<file path="config.mk">
export PLATFORM = sky130hd
export DESIGN_NAME = gcp_gauge_ctrl
export DESIGN_NICKNAME = d
export VERILOG_FILES = /design/src/rtl/gcp_pkg.sv /design/src/rtl/gcp_sync.sv /design/src/rtl/gcp_gauge_ctrl.sv
export SDC_FILE = /design/constraint.sdc
export NUM_CORES = 1
export LEC_CHECK = 0
export BUFFER_PORTS_ARGS = -buffer_cell sky130_fd_sc_hd__buf_2
export CORE_MARGIN = 1
export CORE_UTILIZATION = 55
export DETAILED_ROUTE_END_ITERATION = 7
export PLACE_DENSITY_LB_ADDON = 0.2
export SYNTH_ARGS = -nofsm -noshare
export SYNTH_HDL_FRONTEND = slang
export SYNTH_SLANG_ARGS = --single-unit
</file>
<file path="constraint.sdc">
create_clock -name clk_i -period 4.6 [get_ports clk_i]
set_clock_uncertainty 0.1 [all_clocks]
set_input_delay 0.46 -clock clk_i [delete_from_list [all_inputs] [get_ports clk_i]]
set_output_delay 0.46 -clock clk_i [all_outputs]
set_load 0.05 [all_outputs]
</file>
<file path="src/rtl/gcp_pkg.sv">
// Constants, field layouts and types for the gauge control register block.
// Assumes one 50 MHz system clock; all pins are sampled into that domain.
package gcp_pkg;

  // ==========================================================================
  // Register map and serial addresses
  localparam logic [7:0] CTRL_ADDR = 8'h01;
  localparam logic [7:0] ACC_MSB_ADDR = 8'h02;
  localparam logic [7:0] ACC_LSB_ADDR = 8'h03;
  localparam logic [7:0] CTRL_RST = 8'h3c;
  localparam logic [7:0] UNMAPPED_RD = 8'h00;
  localparam logic [6:0] DEV_ADDR_DEF = 7'h64; // Arbitrary default, set per board
  localparam logic [6:0] ARA_ADDR = 7'h0c;     // SMBus alert response address

  // ==========================================================================
  // Control register fields
  localparam logic [1:0] MODE_AUTO = 2'h3;
  localparam logic [1:0] MODE_SCAN = 2'h2;
  localparam logic [1:0] MODE_SINGLE = 2'h1;
  localparam logic [1:0] MODE_SLEEP = 2'h0;
  localparam logic [1:0] PIN_ALERT = 2'h2;
  localparam logic [1:0] PIN_CHG_DONE = 2'h1;
  localparam logic [1:0] PIN_OFF = 2'h0;
  localparam logic [2:0] PRESC_MAX_CODE = 3'h6;

  typedef struct packed {
    logic [1:0] mode;    // Converter mode
    logic [2:0] presc;   // Prescale exponent
    logic [1:0] pin_cfg; // Dual function pin setup
    logic shdn;          // Analog shutdown
  } gcp_ctrl_t;

  // Limit crossing events from the comparators
  typedef struct packed {
    logic charge_hi;
    logic charge_lo;
    logic volt;
    logic curr;
    logic temp;
  } gcp_lim_t;

  // ==========================================================================
  // Charge accumulator and timing
  localparam logic [15:0] ACC_MID = 16'h7fff;
  localparam logic [15:0] ACC_FULL = 16'hffff;
  localparam logic [15:0] ACC_EMPTY = 16'h0000;
  localparam logic [1:0] CONV_LAST = 2'h2; // Voltage, current, temperature
  localparam int unsigned CLK_HZ = 50_000_000;
  localparam int unsigned SCAN_PERIOD_MS = 10_000;
  localparam int unsigned SCAN_CYCLES = SCAN_PERIOD_MS * (CLK_HZ / 1000);

  typedef enum logic [2:0] {
    CV_IDLE = 3'b001,
    CV_RUN = 3'b010,
    CV_WAIT = 3'b100
  } gcp_conv_t;

  typedef enum logic [5:0] {
    SI_IDLE = 6'b000001,
    SI_ADDR = 6'b000010,
    SI_PTR = 6'b000100,
    SI_WDAT = 6'b001000,
    SI_RD = 6'b010000,
    SI_ARA = 6'b100000
  } gcp_ser_t;

  localparam logic [3:0] BIT_LAST = 4'h7;
  localparam logic [3:0] BIT_ACK = 4'h8;

endpackage : gcp_pkg

</file>
<file path="src/rtl/gcp_sync.sv">
// Two-flop synchroniser for a bundle of asynchronous pin levels.
// Assumes the inputs are slow levels; no multi-bit coherence is promised.
`timescale 1ns/1ps
`default_nettype none
module gcp_sync #(
  parameter int W = 1,
  parameter logic [W-1:0] RST_VAL = '1
) (
  input wire logic clk_i,           // System clock
  input wire logic sys_rst_i,       // Async reset, high
  input wire logic [W-1:0] d_i,     // Raw pin levels
  output logic [W-1:0] q_o          // Synchronised levels
);
  logic [W-1:0] meta_q;
  logic [W-1:0] sync_q;

  // ==========================================================================
  // First stage feeds only the second stage
  always_ff @(posedge clk_i or posedge sys_rst_i) begin
    if (sys_rst_i) begin
      meta_q <= RST_VAL;
      sync_q <= RST_VAL;
    end else begin
      meta_q <= d_i;
      sync_q <= meta_q;
    end
  end
  assign q_o = sync_q;
endmodule : gcp_sync
`default_nettype wire

</file>
<file path="src/rtl/gcp_gauge_ctrl.sv">
// Gauge control register, converter sequencer, charge prescaler and pin logic.
// Assumes SCL/SDA and the dual-function pin arrive asynchronously; analog
// events (integrator steps, conversion done, limit hits) are on clk_i.
`timescale 1ns/1ps
`default_nettype none
module gcp_gauge_ctrl #(
  parameter logic [6:0] DEV_ADDR = gcp_pkg::DEV_ADDR_DEF,
  parameter int unsigned SCAN_CYCLES = gcp_pkg::SCAN_CYCLES
) (
  input wire logic clk_i,                             // 50 MHz clock
  input wire logic sys_rst_i,                         // Async reset, high
  input wire logic scl_i,                             // Serial clock pin
  input wire logic sda_i,                             // Serial data pin level
  output logic sda_o,                                 // Serial data drive value
  output logic sda_oe_o,                              // Serial data pull low
  input wire logic alert_or_charge_done_pin_i,        // Pin level
  output logic alert_or_charge_done_pin_o,            // Pin drive value
  output logic alert_or_charge_done_pin_oe_o,         // Pin pull low
  input wire logic integ_up_i,                        // Integrator up event
  input wire logic integ_dn_i,                        // Integrator down event
  input wire logic conv_done_i,                       // One conversion finished
  input wire gcp_pkg::gcp_lim_t lim_evt_i,            // Limit crossing pulses
  output logic conv_run_o,                            // Converter awake
  output logic analog_on_o,                           // Analog section powered
  output logic [15:0] charge_accumulator_o,           // Accumulated charge
  output gcp_pkg::gcp_ctrl_t ctrl_o                   // Control register
);
  gcp_pkg::gcp_ctrl_t ctrl_q;
  gcp_pkg::gcp_conv_t cv_q;
  gcp_pkg::gcp_ser_t si_q;
  logic [2:0] pins_s;
  logic scl_s, sda_s, pin_s, scl_prev_q, sda_prev_q;
  logic [1:0] conv_cnt_q;
  logic [31:0] tmr_q;
  logic [11:0] presc_cnt_q;
  logic [15:0] acc_q;
  logic alert_q;
  logic [7:0] shreg_q, tx_q, ptr_q;
  logic [3:0] bit_q;
  logic mack_q, rx_ack_q, sda_oe_q;

  // ==========================================================================
  // Pin synchronisers
  gcp_sync #(.W(3), .RST_VAL(3'h7)) u_sync (
    .clk_i(clk_i),
    .sys_rst_i(sys_rst_i),
    .d_i({scl_i, sda_i, alert_or_charge_done_pin_i}),
    .q_o(pins_s)
  );
  assign scl_s = pins_s[2];
  assign sda_s = pins_s[1];
  assign pin_s = pins_s[0];

  // ==========================================================================
  // Serial bus decode
  logic scl_rise, scl_fall, start_c, stop_c, byte_end, ack_end, rx_state;
  logic addr_me, addr_ara, wr_ctrl, ara_done;
  logic [7:0] rd_data;
  assign scl_rise = scl_s & ~scl_prev_q;
  assign scl_fall = ~scl_s & scl_prev_q;
  assign start_c = scl_s & sda_prev_q & ~sda_s;
  assign stop_c = scl_s & ~sda_prev_q & sda_s;
  assign byte_end = scl_fall & (bit_q == gcp_pkg::BIT_LAST);
  assign ack_end = scl_fall & (bit_q == gcp_pkg::BIT_ACK);
  assign rx_state = (si_q == gcp_pkg::SI_ADDR) | (si_q == gcp_pkg::SI_PTR) | (si_q == gcp_pkg::SI_WDAT);
  assign addr_me = shreg_q[7:1] == DEV_ADDR;
  // Answer the alert response read only while holding an alert
  assign addr_ara = (shreg_q[7:1] == gcp_pkg::ARA_ADDR) & shreg_q[0] & alert_q;
  assign wr_ctrl = byte_end & (si_q == gcp_pkg::SI_WDAT) & (ptr_q == gcp_pkg::CTRL_ADDR);
  assign ara_done = ack_end & (si_q == gcp_pkg::SI_ARA) & ~rx_ack_q;

  // Read mux, unmapped pointers read as zero
  assign rd_data = (ptr_q == gcp_pkg::CTRL_ADDR) ? ctrl_q :
                   (ptr_q == gcp_pkg::ACC_MSB_ADDR) ? acc_q[15:8] :
                   (ptr_q == gcp_pkg::ACC_LSB_ADDR) ? acc_q[7:0] : gcp_pkg::UNMAPPED_RD;

  // Line history for edge and start/stop detection
  always_ff @(posedge clk_i or posedge sys_rst_i) begin
    if (sys_rst_i) begin
      scl_prev_q <= 1'b1;
      sda_prev_q <= 1'b1;
    end else begin
      scl_prev_q <= scl_s;
      sda_prev_q <= sda_s;
    end
  end

  // Byte engine; keeps running in shutdown so the host can wake the part
  always_ff @(posedge clk_i or posedge sys_rst_i) begin
    if (sys_rst_i) begin
      si_q <= gcp_pkg::SI_IDLE;
      bit_q <= '0;
      shreg_q <= '0;
      tx_q <= '0;
      ptr_q <= '0;
      mack_q <= 1'b0;
      rx_ack_q <= 1'b0;
      sda_oe_q <= 1'b0;
    end else if (start_c) begin
      si_q <= gcp_pkg::SI_ADDR;
      bit_q <= '1; // The start's own SCL fall wraps this to zero before the first bit
      sda_oe_q <= 1'b0;
    end else if (stop_c) begin
      si_q <= gcp_pkg::SI_IDLE;
      sda_oe_q <= 1'b0;
    end else if (scl_rise) begin
      if (bit_q != gcp_pkg::BIT_ACK) begin
        shreg_q <= {shreg_q[6:0], sda_s};
      end else begin
        mack_q <= ~sda_s;
      end
    end else if (scl_fall && si_q != gcp_pkg::SI_IDLE) begin
      if (byte_end) begin
        bit_q <= gcp_pkg::BIT_ACK;
        sda_oe_q <= 1'b0;
        rx_ack_q <= rx_state;
        if (si_q == gcp_pkg::SI_ADDR) begin
          sda_oe_q <= addr_me | addr_ara;
          si_q <= addr_ara ? gcp_pkg::SI_ARA : ~addr_me ? gcp_pkg::SI_IDLE :
                  shreg_q[0] ? gcp_pkg::SI_RD : gcp_pkg::SI_PTR;
        end else if (si_q == gcp_pkg::SI_PTR) begin
          sda_oe_q <= 1'b1;
          ptr_q <= shreg_q;
          si_q <= gcp_pkg::SI_WDAT;
        end else if (si_q == gcp_pkg::SI_WDAT) begin
          sda_oe_q <= 1'b1;
          ptr_q <= ptr_q + 8'h01;
        end
      end else if (ack_end) begin
        bit_q <= '0;
        rx_ack_q <= 1'b0;
        sda_oe_q <= 1'b0;
        if (si_q == gcp_pkg::SI_ARA && rx_ack_q) begin
          tx_q <= {DEV_ADDR, 1'b0};
          sda_oe_q <= ~DEV_ADDR[6];
        end else if (si_q == gcp_pkg::SI_ARA) begin
          si_q <= gcp_pkg::SI_IDLE;
        end else if (si_q == gcp_pkg::SI_RD && (rx_ack_q || mack_q)) begin
          tx_q <= rd_data;
          sda_oe_q <= ~rd_data[7];
          ptr_q <= ptr_q + 8'h01;
        end else if (si_q == gcp_pkg::SI_RD) begin
          si_q <= gcp_pkg::SI_IDLE;
        end
      end else begin
        bit_q <= bit_q + 4'h1;
        if (!rx_state) begin
          tx_q <= {tx_q[6:0], 1'b0};
          sda_oe_q <= ~tx_q[6];
        end
      end
    end
  end
  assign sda_o = 1'b0;
  assign sda_oe_o = sda_oe_q;

  // ==========================================================================
  // Converter sequencer
  logic set_end, clr_mode;
  assign set_end = (cv_q == gcp_pkg::CV_RUN) & conv_done_i & (conv_cnt_q == gcp_pkg::CONV_LAST);
  assign clr_mode = set_end & ~ctrl_q.shdn & (ctrl_q.mode == gcp_pkg::MODE_SINGLE);

  // Mode is only looked at between sets, so a rewrite waits for the set to end
  always_ff @(posedge clk_i or posedge sys_rst_i) begin
    if (sys_rst_i) begin
      cv_q <= gcp_pkg::CV_IDLE;
      conv_cnt_q <= '0;
      tmr_q <= '0;
    end else begin
      case (cv_q)
        gcp_pkg::CV_IDLE: begin
          conv_cnt_q <= '0;
          if (ctrl_q.mode != gcp_pkg::MODE_SLEEP && !ctrl_q.shdn) begin
            cv_q <= gcp_pkg::CV_RUN;
          end
        end
        gcp_pkg::CV_RUN: begin
          if (ctrl_q.shdn) begin
            cv_q <= gcp_pkg::CV_IDLE;
          end else if (set_end) begin
            conv_cnt_q <= '0;
            tmr_q <= '0;
            if (ctrl_q.mode == gcp_pkg::MODE_SCAN) begin
              cv_q <= gcp_pkg::CV_WAIT;
            end else if (ctrl_q.mode != gcp_pkg::MODE_AUTO) begin
              cv_q <= gcp_pkg::CV_IDLE;
            end
          end else if (conv_done_i) begin
            conv_cnt_q <= conv_cnt_q + 2'h1;
          end
        end
        gcp_pkg::CV_WAIT: begin
          if (ctrl_q.shdn || ctrl_q.mode != gcp_pkg::MODE_SCAN) begin
            cv_q <= gcp_pkg::CV_IDLE;
          end else if (tmr_q == 32'(SCAN_CYCLES - 1)) begin
            cv_q <= gcp_pkg::CV_RUN;
          end else begin
            tmr_q <= tmr_q + 32'h1;
          end
        end
        default: cv_q <= gcp_pkg::CV_IDLE;
      endcase
    end
  end
  assign conv_run_o = cv_q == gcp_pkg::CV_RUN;
  assign analog_on_o = ~ctrl_q.shdn;

  // ==========================================================================
  // Control register; a host write beats the self clear of the mode field
  always_ff @(posedge clk_i or posedge sys_rst_i) begin
    if (sys_rst_i) begin
      ctrl_q <= gcp_pkg::CTRL_RST;
    end else if (wr_ctrl) begin
      ctrl_q <= shreg_q;
    end else if (clr_mode) begin
      ctrl_q.mode <= gcp_pkg::MODE_SLEEP;
    end
  end
  assign ctrl_o = ctrl_q;

  // ==========================================================================
  // Prescaler and charge accumulator
  logic [2:0] presc_eff;
  logic [11:0] m_max;
  logic step_up, step_dn, acc_wrap, chg_full, alert_evt;
  assign presc_eff = (ctrl_q.presc > gcp_pkg::PRESC_MAX_CODE) ? gcp_pkg::PRESC_MAX_CODE : ctrl_q.presc;
  assign m_max = 12'((13'h1 << {presc_eff, 1'b0}) - 13'h1);
  assign step_up = integ_up_i & ~ctrl_q.shdn & (presc_cnt_q == m_max);
  assign step_dn = integ_dn_i & ~ctrl_q.shdn & (presc_cnt_q == '0);
  assign acc_wrap = (step_up & (acc_q == gcp_pkg::ACC_FULL)) | (step_dn & (acc_q == gcp_pkg::ACC_EMPTY));
  assign chg_full = (ctrl_q.pin_cfg == gcp_pkg::PIN_CHG_DONE) & ~pin_s;

  // Residue is zeroed in shutdown; a smaller M can leave it above the new top
  always_ff @(posedge clk_i or posedge sys_rst_i) begin
    if (sys_rst_i) begin
      presc_cnt_q <= '0;
    end else if (ctrl_q.shdn) begin
      presc_cnt_q <= '0;
    end else if (integ_up_i) begin
      presc_cnt_q <= (presc_cnt_q >= m_max) ? 12'h000 : presc_cnt_q + 12'h001;
    end else if (integ_dn_i) begin
      presc_cnt_q <= (presc_cnt_q == '0 || presc_cnt_q > m_max) ? m_max : presc_cnt_q - 12'h001;
    end
  end

  // Charge-complete load wins over counting; wrap rolls over
  always_ff @(posedge clk_i or posedge sys_rst_i) begin
    if (sys_rst_i) begin
      acc_q <= gcp_pkg::ACC_MID;
    end else if (chg_full) begin
      acc_q <= gcp_pkg::ACC_FULL;
    end else if (step_up) begin
      acc_q <= acc_q + 16'h0001;
    end else if (step_dn) begin
      acc_q <= acc_q - 16'h0001;
    end
  end
  assign charge_accumulator_o = acc_q;

  // ==========================================================================
  // Alert latch; a new event in the release cycle keeps the pin low
  assign alert_evt = (ctrl_q.pin_cfg == gcp_pkg::PIN_ALERT) & ((|lim_evt_i) | acc_wrap);
  always_ff @(posedge clk_i or posedge sys_rst_i) begin
    if (sys_rst_i) begin
      alert_q <= 1'b0;
    end else if (alert_evt) begin
      alert_q <= 1'b1;
    end else if (ara_done) begin
      alert_q <= 1'b0;
    end
  end
  assign alert_or_charge_done_pin_o = 1'b0;
  assign alert_or_charge_done_pin_oe_o = alert_q;
endmodule : gcp_gauge_ctrl
`default_nettype wire

</file>
; ---- Word-level counts from Yosys, hierarchy flattened
; Cells that the tools add are included.
; Widths: inputs -> output; s select.
[op_classes]
addsub = 9
order_cmp = 3
n_eq_ne = 50
shifts = 1
muxes = 82
bitwise = 45
reduce_logical = 35
[op_table]
columns = op, n
row1 = $mux 32, 4
row2 = $mux 8, 11
row3 = $mux 6, 13
row4 = $pmux 32 s2, 1
row5 = $mux 12, 5
row6 = $mux 16, 3
row7 = $mux 7, 5
row8 = $add 32x1->32 const B, 1
row9 = $eq 32x29->1 const B, 1
row10 = $and 1x1->1, 26
row11 = $mux 3, 8
row12 = $mux 4, 6
row13 = $sub 12x1->12 const B, 2
row14 = $ne 2x2->1 const B, 11
row15 = $mux 1, 17
row16 = $add 16x1->16 const B, 1
row17 = $eq 16x16->1 const B, 1
row18 = $eq 8x2->1 const B, 2
row19 = $logic_not 16->1, 1
row20 = $reduce_bool 2->1, 8
row21 = $sub 16x1->16 const B, 1
row22 = $not 1->1, 14
row23 = $add 12x1->12 const B, 1
row24 = $eq 12x12->1, 1
row25 = 50 further kinds, 81
[totals]
reg_bits = 118
word_cells = 247

; ---- Depth between registers and ports, before layout
[depth]
word_depth = 14
depth_mapped = 15
mapped_depth_nobuf = 15

; ---- Hierarchy
; Synthesis repeated with hierarchy kept, for this count alone.
[unflattened]
hier_cells = 896
hier_area_um2 = 7657.3
[modules_own_cells]
columns = module, instances, cells_per_inst, area_each_um2, seq_area_each_um2
row1 = gcp_gauge_ctrl, 1, 889, 7495.9, 2831.5
row2 = gcp_sync, 1, 7, 161.4, 157.7

; ---- Least setup slack after synthesis
; OpenSTA, ideal clock, no wires.
[synth_timing]
path_kind = flip-flop to flip-flop
start = register ctrl_q, in the netlist ctrl_o[5]
end = register acc_q[15] (netlist: charge_accumulator_o[15])
setup_time_ps = 134
arrival_ps = 4247
t_required_ps = 4366
slack_ps = 119
path_stages_with_launch = 16
n_path_buf = 1
synth_period_minus_slack_ps = 4481
cell_sequence = dfstp_2 clkbuf_1 o21ai_0 ha_1 nand4_1 or3_1 nor2_1 inv_1 ha_1 a211oi_1 o21ai_0 a221oi_1 o221ai_1 mux2i_1 xor2_1 nand2_1
[synth_between]
elab_chain_cells = 8
elab_cells_between_ends = 9
[synth_rtl]
columns = element, line_no
row1 = start: declaration, gcp_gauge_ctrl.sv:28  ; gcp_pkg::gcp_ctrl_t ctrl_q;
row2 = start signal: assignment, gcp_gauge_ctrl.sv:212  ; ctrl_q <= gcp_pkg::CTRL_RST;
row3 = start signal: assignment, gcp_gauge_ctrl.sv:214  ; ctrl_q <= shreg_q;
row4 = $gt 3x3->1, gcp_gauge_ctrl.sv:226  ; assign presc_eff = (ctrl_q.presc > gcp_pkg::PRESC_MAX_CODE) ? gcp_pkg::PRESC_MAX_CODE : ctrl_q.presc;
row5 = $mux 3 (*), gcp_gauge_ctrl.sv:226
row6 = $shl 1x4->12 (*), gcp_gauge_ctrl.sv:227  ; assign m_max = 12'((13'h1 << {presc_eff, 1'b0}) - 13'h1);
row7 = $sub 12x1->12 (*), gcp_gauge_ctrl.sv:227
row8 = $eq 12x12->1 (*), gcp_gauge_ctrl.sv:228  ; assign step_up = integ_up_i & ~ctrl_q.shdn & (presc_cnt_q == m_max);
row9 = $and 1x1->1 (*), gcp_gauge_ctrl.sv:228
row10 = $mux 16, gcp_gauge_ctrl.sv:252  ; end else if (step_up) begin
row11 = $mux 16, gcp_gauge_ctrl.sv:250  ; end else if (chg_full) begin
row12 = end signal: assignment, gcp_gauge_ctrl.sv:249  ; acc_q <= gcp_pkg::ACC_MID;
row13 = end signal: assignment, gcp_gauge_ctrl.sv:251  ; acc_q <= gcp_pkg::ACC_FULL;
row14 = end signal: assignment, gcp_gauge_ctrl.sv:253  ; acc_q <= acc_q + 16'h0001;
row15 = end: declaration, gcp_gauge_ctrl.sv:36  ; logic [15:0] acc_q;
; Mark *: on every way between the ends. The rest lies on a longest branch, timed or not.
; A chain may end at the register's enable or synchronous reset.

; ---- Worst setup path in the final report
[layout_timing]
start = register ctrl_q, in the netlist ctrl_o[4]
end = register acc_q[15] (netlist: charge_accumulator_o[15])
; Same word-level chain as after synthesis.

==> reports/summary.txt <==
Status: complete, no violations
EDFF count, synth: 0
Clock Pin Slew Worst Setup and Hold Paths: 0.05 ns
Post-Route Setup TNS: 0 ns
Number of routed nets with antenna violations: 0
HPWL Detailed: 12.93 mm
Syn. warnings: 0
Die height: 120.1 microns
WHS Endpoint: u_sync.meta_q[2]$_DFF_PP1_
Drt wl/cell: 16.57 microns
Floorplan core area: 0.01340 sq mm
Worst reg-to-reg path cell count: 14
Antenna violations before repair: 0
Antenna cells: 0
Synth async-reset ratio: 1.000
Seq/Total Area, Yosys: 0.3895
Crit end category: flop
Fin. Hold Viols: 0
# hold bufs at CTS: 0
Crit Reg-Reg Endpoint: charge_accumulator_o[15]$_DFFE_PP0P_
Hold path startpoint: scl_i
Max-slew violation count: 0
MaxCap Viol Count: 0
Vias/cell: 6.082
FF-to-FF setup slack: 0.33 ns
Commonest cells after routing, fill and taps aside: nand2_1 (100), nor2_1 (93), dfrtp_1 (89)
First-pass GRT wire length: 30.99 mm
Ports: 43
RSZ-0062 raised after global routing: no
Critical R2R Launch: ctrl_o[4]$_DFFE_PP1P_
Setup bufs post-CTS: 0
# clock sinks: 118
PD cells: 706.6 mW/mm^2
Static leakage: 3.700 nW
Global route overflow: 0
Clock Latency Late Sink: 0.42 ns
CTS tree: done
Clock H-tree levels: 4
Max Clock Freq: 0.2343 GHz
Syn_area_per_cell: 8.574 sq um
Netlist cell types: 72
Worst-margin pin slew: 1.127 ns
Post_cts resized: 0
Slew margin rel.: 0.2410
Final min period: 4.268 ns
Die ar.: 0.01443 sq mm
Number of global-route vias before repair: 6317
DP Area: 0.008021 sq mm
Starting Density: 0.5726
Row cnt: 42
Design Area, Final: 0.008663 sq mm
1st-pass router iterations: 8
Final Cycle Share: 0.9278
Share of post-route cells with drive strength above 1: 0.1521
Root Buffer: clkbuf_16
Flops & latches, synth: 118
P&R area growth vs syn: 12.90%
Critical path arrival: 4.44 ns
Worst EP required: 4.77 ns
Worst Hold Class: in2reg
CP Launch Type: flop
Peak VDD IR: 584.0 uV
Routability congestion estimate: 0.9426
Die width: 120.1 microns
Largest net degree at the start of global routing: 82
Nets: 978
Tot GR Track Use: 0.2699
Crit path kind: reg2reg
Vias: 6788
Post-route DRC: 0
Clock Path Buffers: 2
Top FF cell, synth: dfrtp_1
Syn Inst Count: 895
Commonest non-fill, non-tap cell in the layout: nand2_1
Worst hold stages: 1
Mapped Area: 0.007674 sq mm
DR iter-0 viols: 520
Worst Path Max Fanout: 12
PortBufs: 40
Final WL: 18.49 mm
Final setup viols: 0
CTS Buf Count: 17
==> area by class of cell <==
cell class,count,area (sq um)
Clock buffer,20,466.7
Inverter,39,148.9
Clock inverter,12,175.2
Sequential cell,118,2989
Multi-Input combinational cell,701,4388
Fill cell,1129,4737
Timing Repair Buffer,50,275.3
Tap cell,176,220.2
==> report_power, final <==
group	switching [W]	internal (W)
registers	0.000397	0.00136
logic	0.00177	0.00116
clock network	0.000483	0.000947
total	0.00265	0.00347
==> cell usage after synthesis, drive strengths merged (5+ instances only) <==
cell type | n | share of area
and3 | 16 | 0.013
inv | 39 | 0.019
mux2 | 17 | 0.025
dfstp | 29 | 0.099
xor2 | 23 | 0.026
nand2 | 100 | 0.049
a21oi | 56 | 0.037
nor3b | 6 | 0.0059
a21o | 5 | 0.0049
nor4 | 17 | 0.017
ha | 37 | 0.060
and2 | 8 | 0.0065
buf | 8 | 0.0065
a22oi | 6 | 0.0059
o21ai | 54 | 0.035
nor3 | 38 | 0.025
o31ai | 8 | 0.0078
nor2b | 7 | 0.0057
nor2 | 94 | 0.046
clkbuf | 30 | 0.015
xnor2 | 30 | 0.034
nand2b | 5 | 0.0041
a31oi | 8 | 0.0065
o21a | 6 | 0.0059
o22ai | 9 | 0.0073
o311ai | 5 | 0.0057
dfrtp | 89 | 0.29
o211ai | 22 | 0.022
nand4 | 21 | 0.017
nand3 | 34 | 0.022
or3 | 10 | 0.0088
mux2i | 6 | 0.0078
==> kinds of logic after synthesis <==
logic type               share of synthesized area
adder cells (fa/ha/maj)                    0.06294
XOR/XNOR                                   0.06049
other                                    0.0004887
AND/OR/NAND/NOR                             0.2439
AO/OA/AOI/OAI                               0.1691
flip-flops                                  0.3895
multiplexers                               0.03326
buffers and inverters                      0.04027
==> routing by layer <==
metal / track usage / up-vias / wire, microns / part of all wire
met5: 0 / - / 0 / 0
met4: 0.08281 / 0 / 279 / 0.015
met3: 0.05276 / 23 / 1022 / 0.055
met2: 0.4177 / 215 / 8389 / 0.45
met1: 0.3805 / 3248 / 8802 / 0.48
li1: - / 3302 / - / -
==> stage by stage <==
step / std cells / power [W] / worst slack (ns) / hold slack (ns) / utilization
detailed placement: 1084 / 0.004648 / 0.3948 / 0.2479 / 0.5986
global placement: 1084 / 0.004621 / 0.4576 / 0.2454 / 0.5986
floorplan: 896 / 0.003994 / 0.1193 / 0.2452 / -
finish: 1116 / 0.006121 / 0.3322 / 0.04192 / 0.6465
CTS: 1116 / 0.006116 / 0.3261 / 0.02855 / 0.6465
global route: 1116 / 0.006561 / 0.06078 / 0.02634 / 0.6465
==> worst max-delay path: stages, from the launching register on <==
cell and delay, ns:
dfstp_2 0.64, nand2_1 0.14, ha_1 0.32, nand4_1 0.21
or3_1 0.43, nor2_1 0.14, inv_1 0.16, ha_1 0.33
a211oi_1 0.35, o21ai_0 0.23, a221oi_1 0.47, o221ai_1 0.19
mux2i_1 0.21, xor2_1 0.15, nand2_1 0.06
==> state kept, by name, indices dropped and copies added, names as in the netlist, 4 cells and up <==
signal                cells
bit_q                     4
charge_accumulator_o     16
presc_cnt_q              12
ctrl_o                    8
tmr_q                    32
ptr_q                     8
si_q                      6
shreg_q                   8
tx_q                      7
==> worst max-delay path by stage <==
stage | startpoint | slack, ns | endpoint
floorplan | ctrl_o[5]$_DFFE_PP1P_ | 0.12 | charge_accumulator_o[15]$_DFFE_PP0P_
global placement | ctrl_o[5]$_DFFE_PP1P_ | 0.46 | charge_accumulator_o[15]$_DFFE_PP0P_
detailed placement | ctrl_o[5]$_DFFE_PP1P_ | 0.39 | charge_accumulator_o[15]$_DFFE_PP0P_
CTS | ctrl_o[5]$_DFFE_PP1P_ | 0.33 | charge_accumulator_o[15]$_DFFE_PP0P_
global route | ctrl_o[5]$_DFFE_PP1P_ | 0.06 | charge_accumulator_o[15]$_DFFE_PP0P_
finish | ctrl_o[4]$_DFFE_PP1P_ | 0.33 | charge_accumulator_o[15]$_DFFE_PP0P_
(Power assumes the default switching activity.)
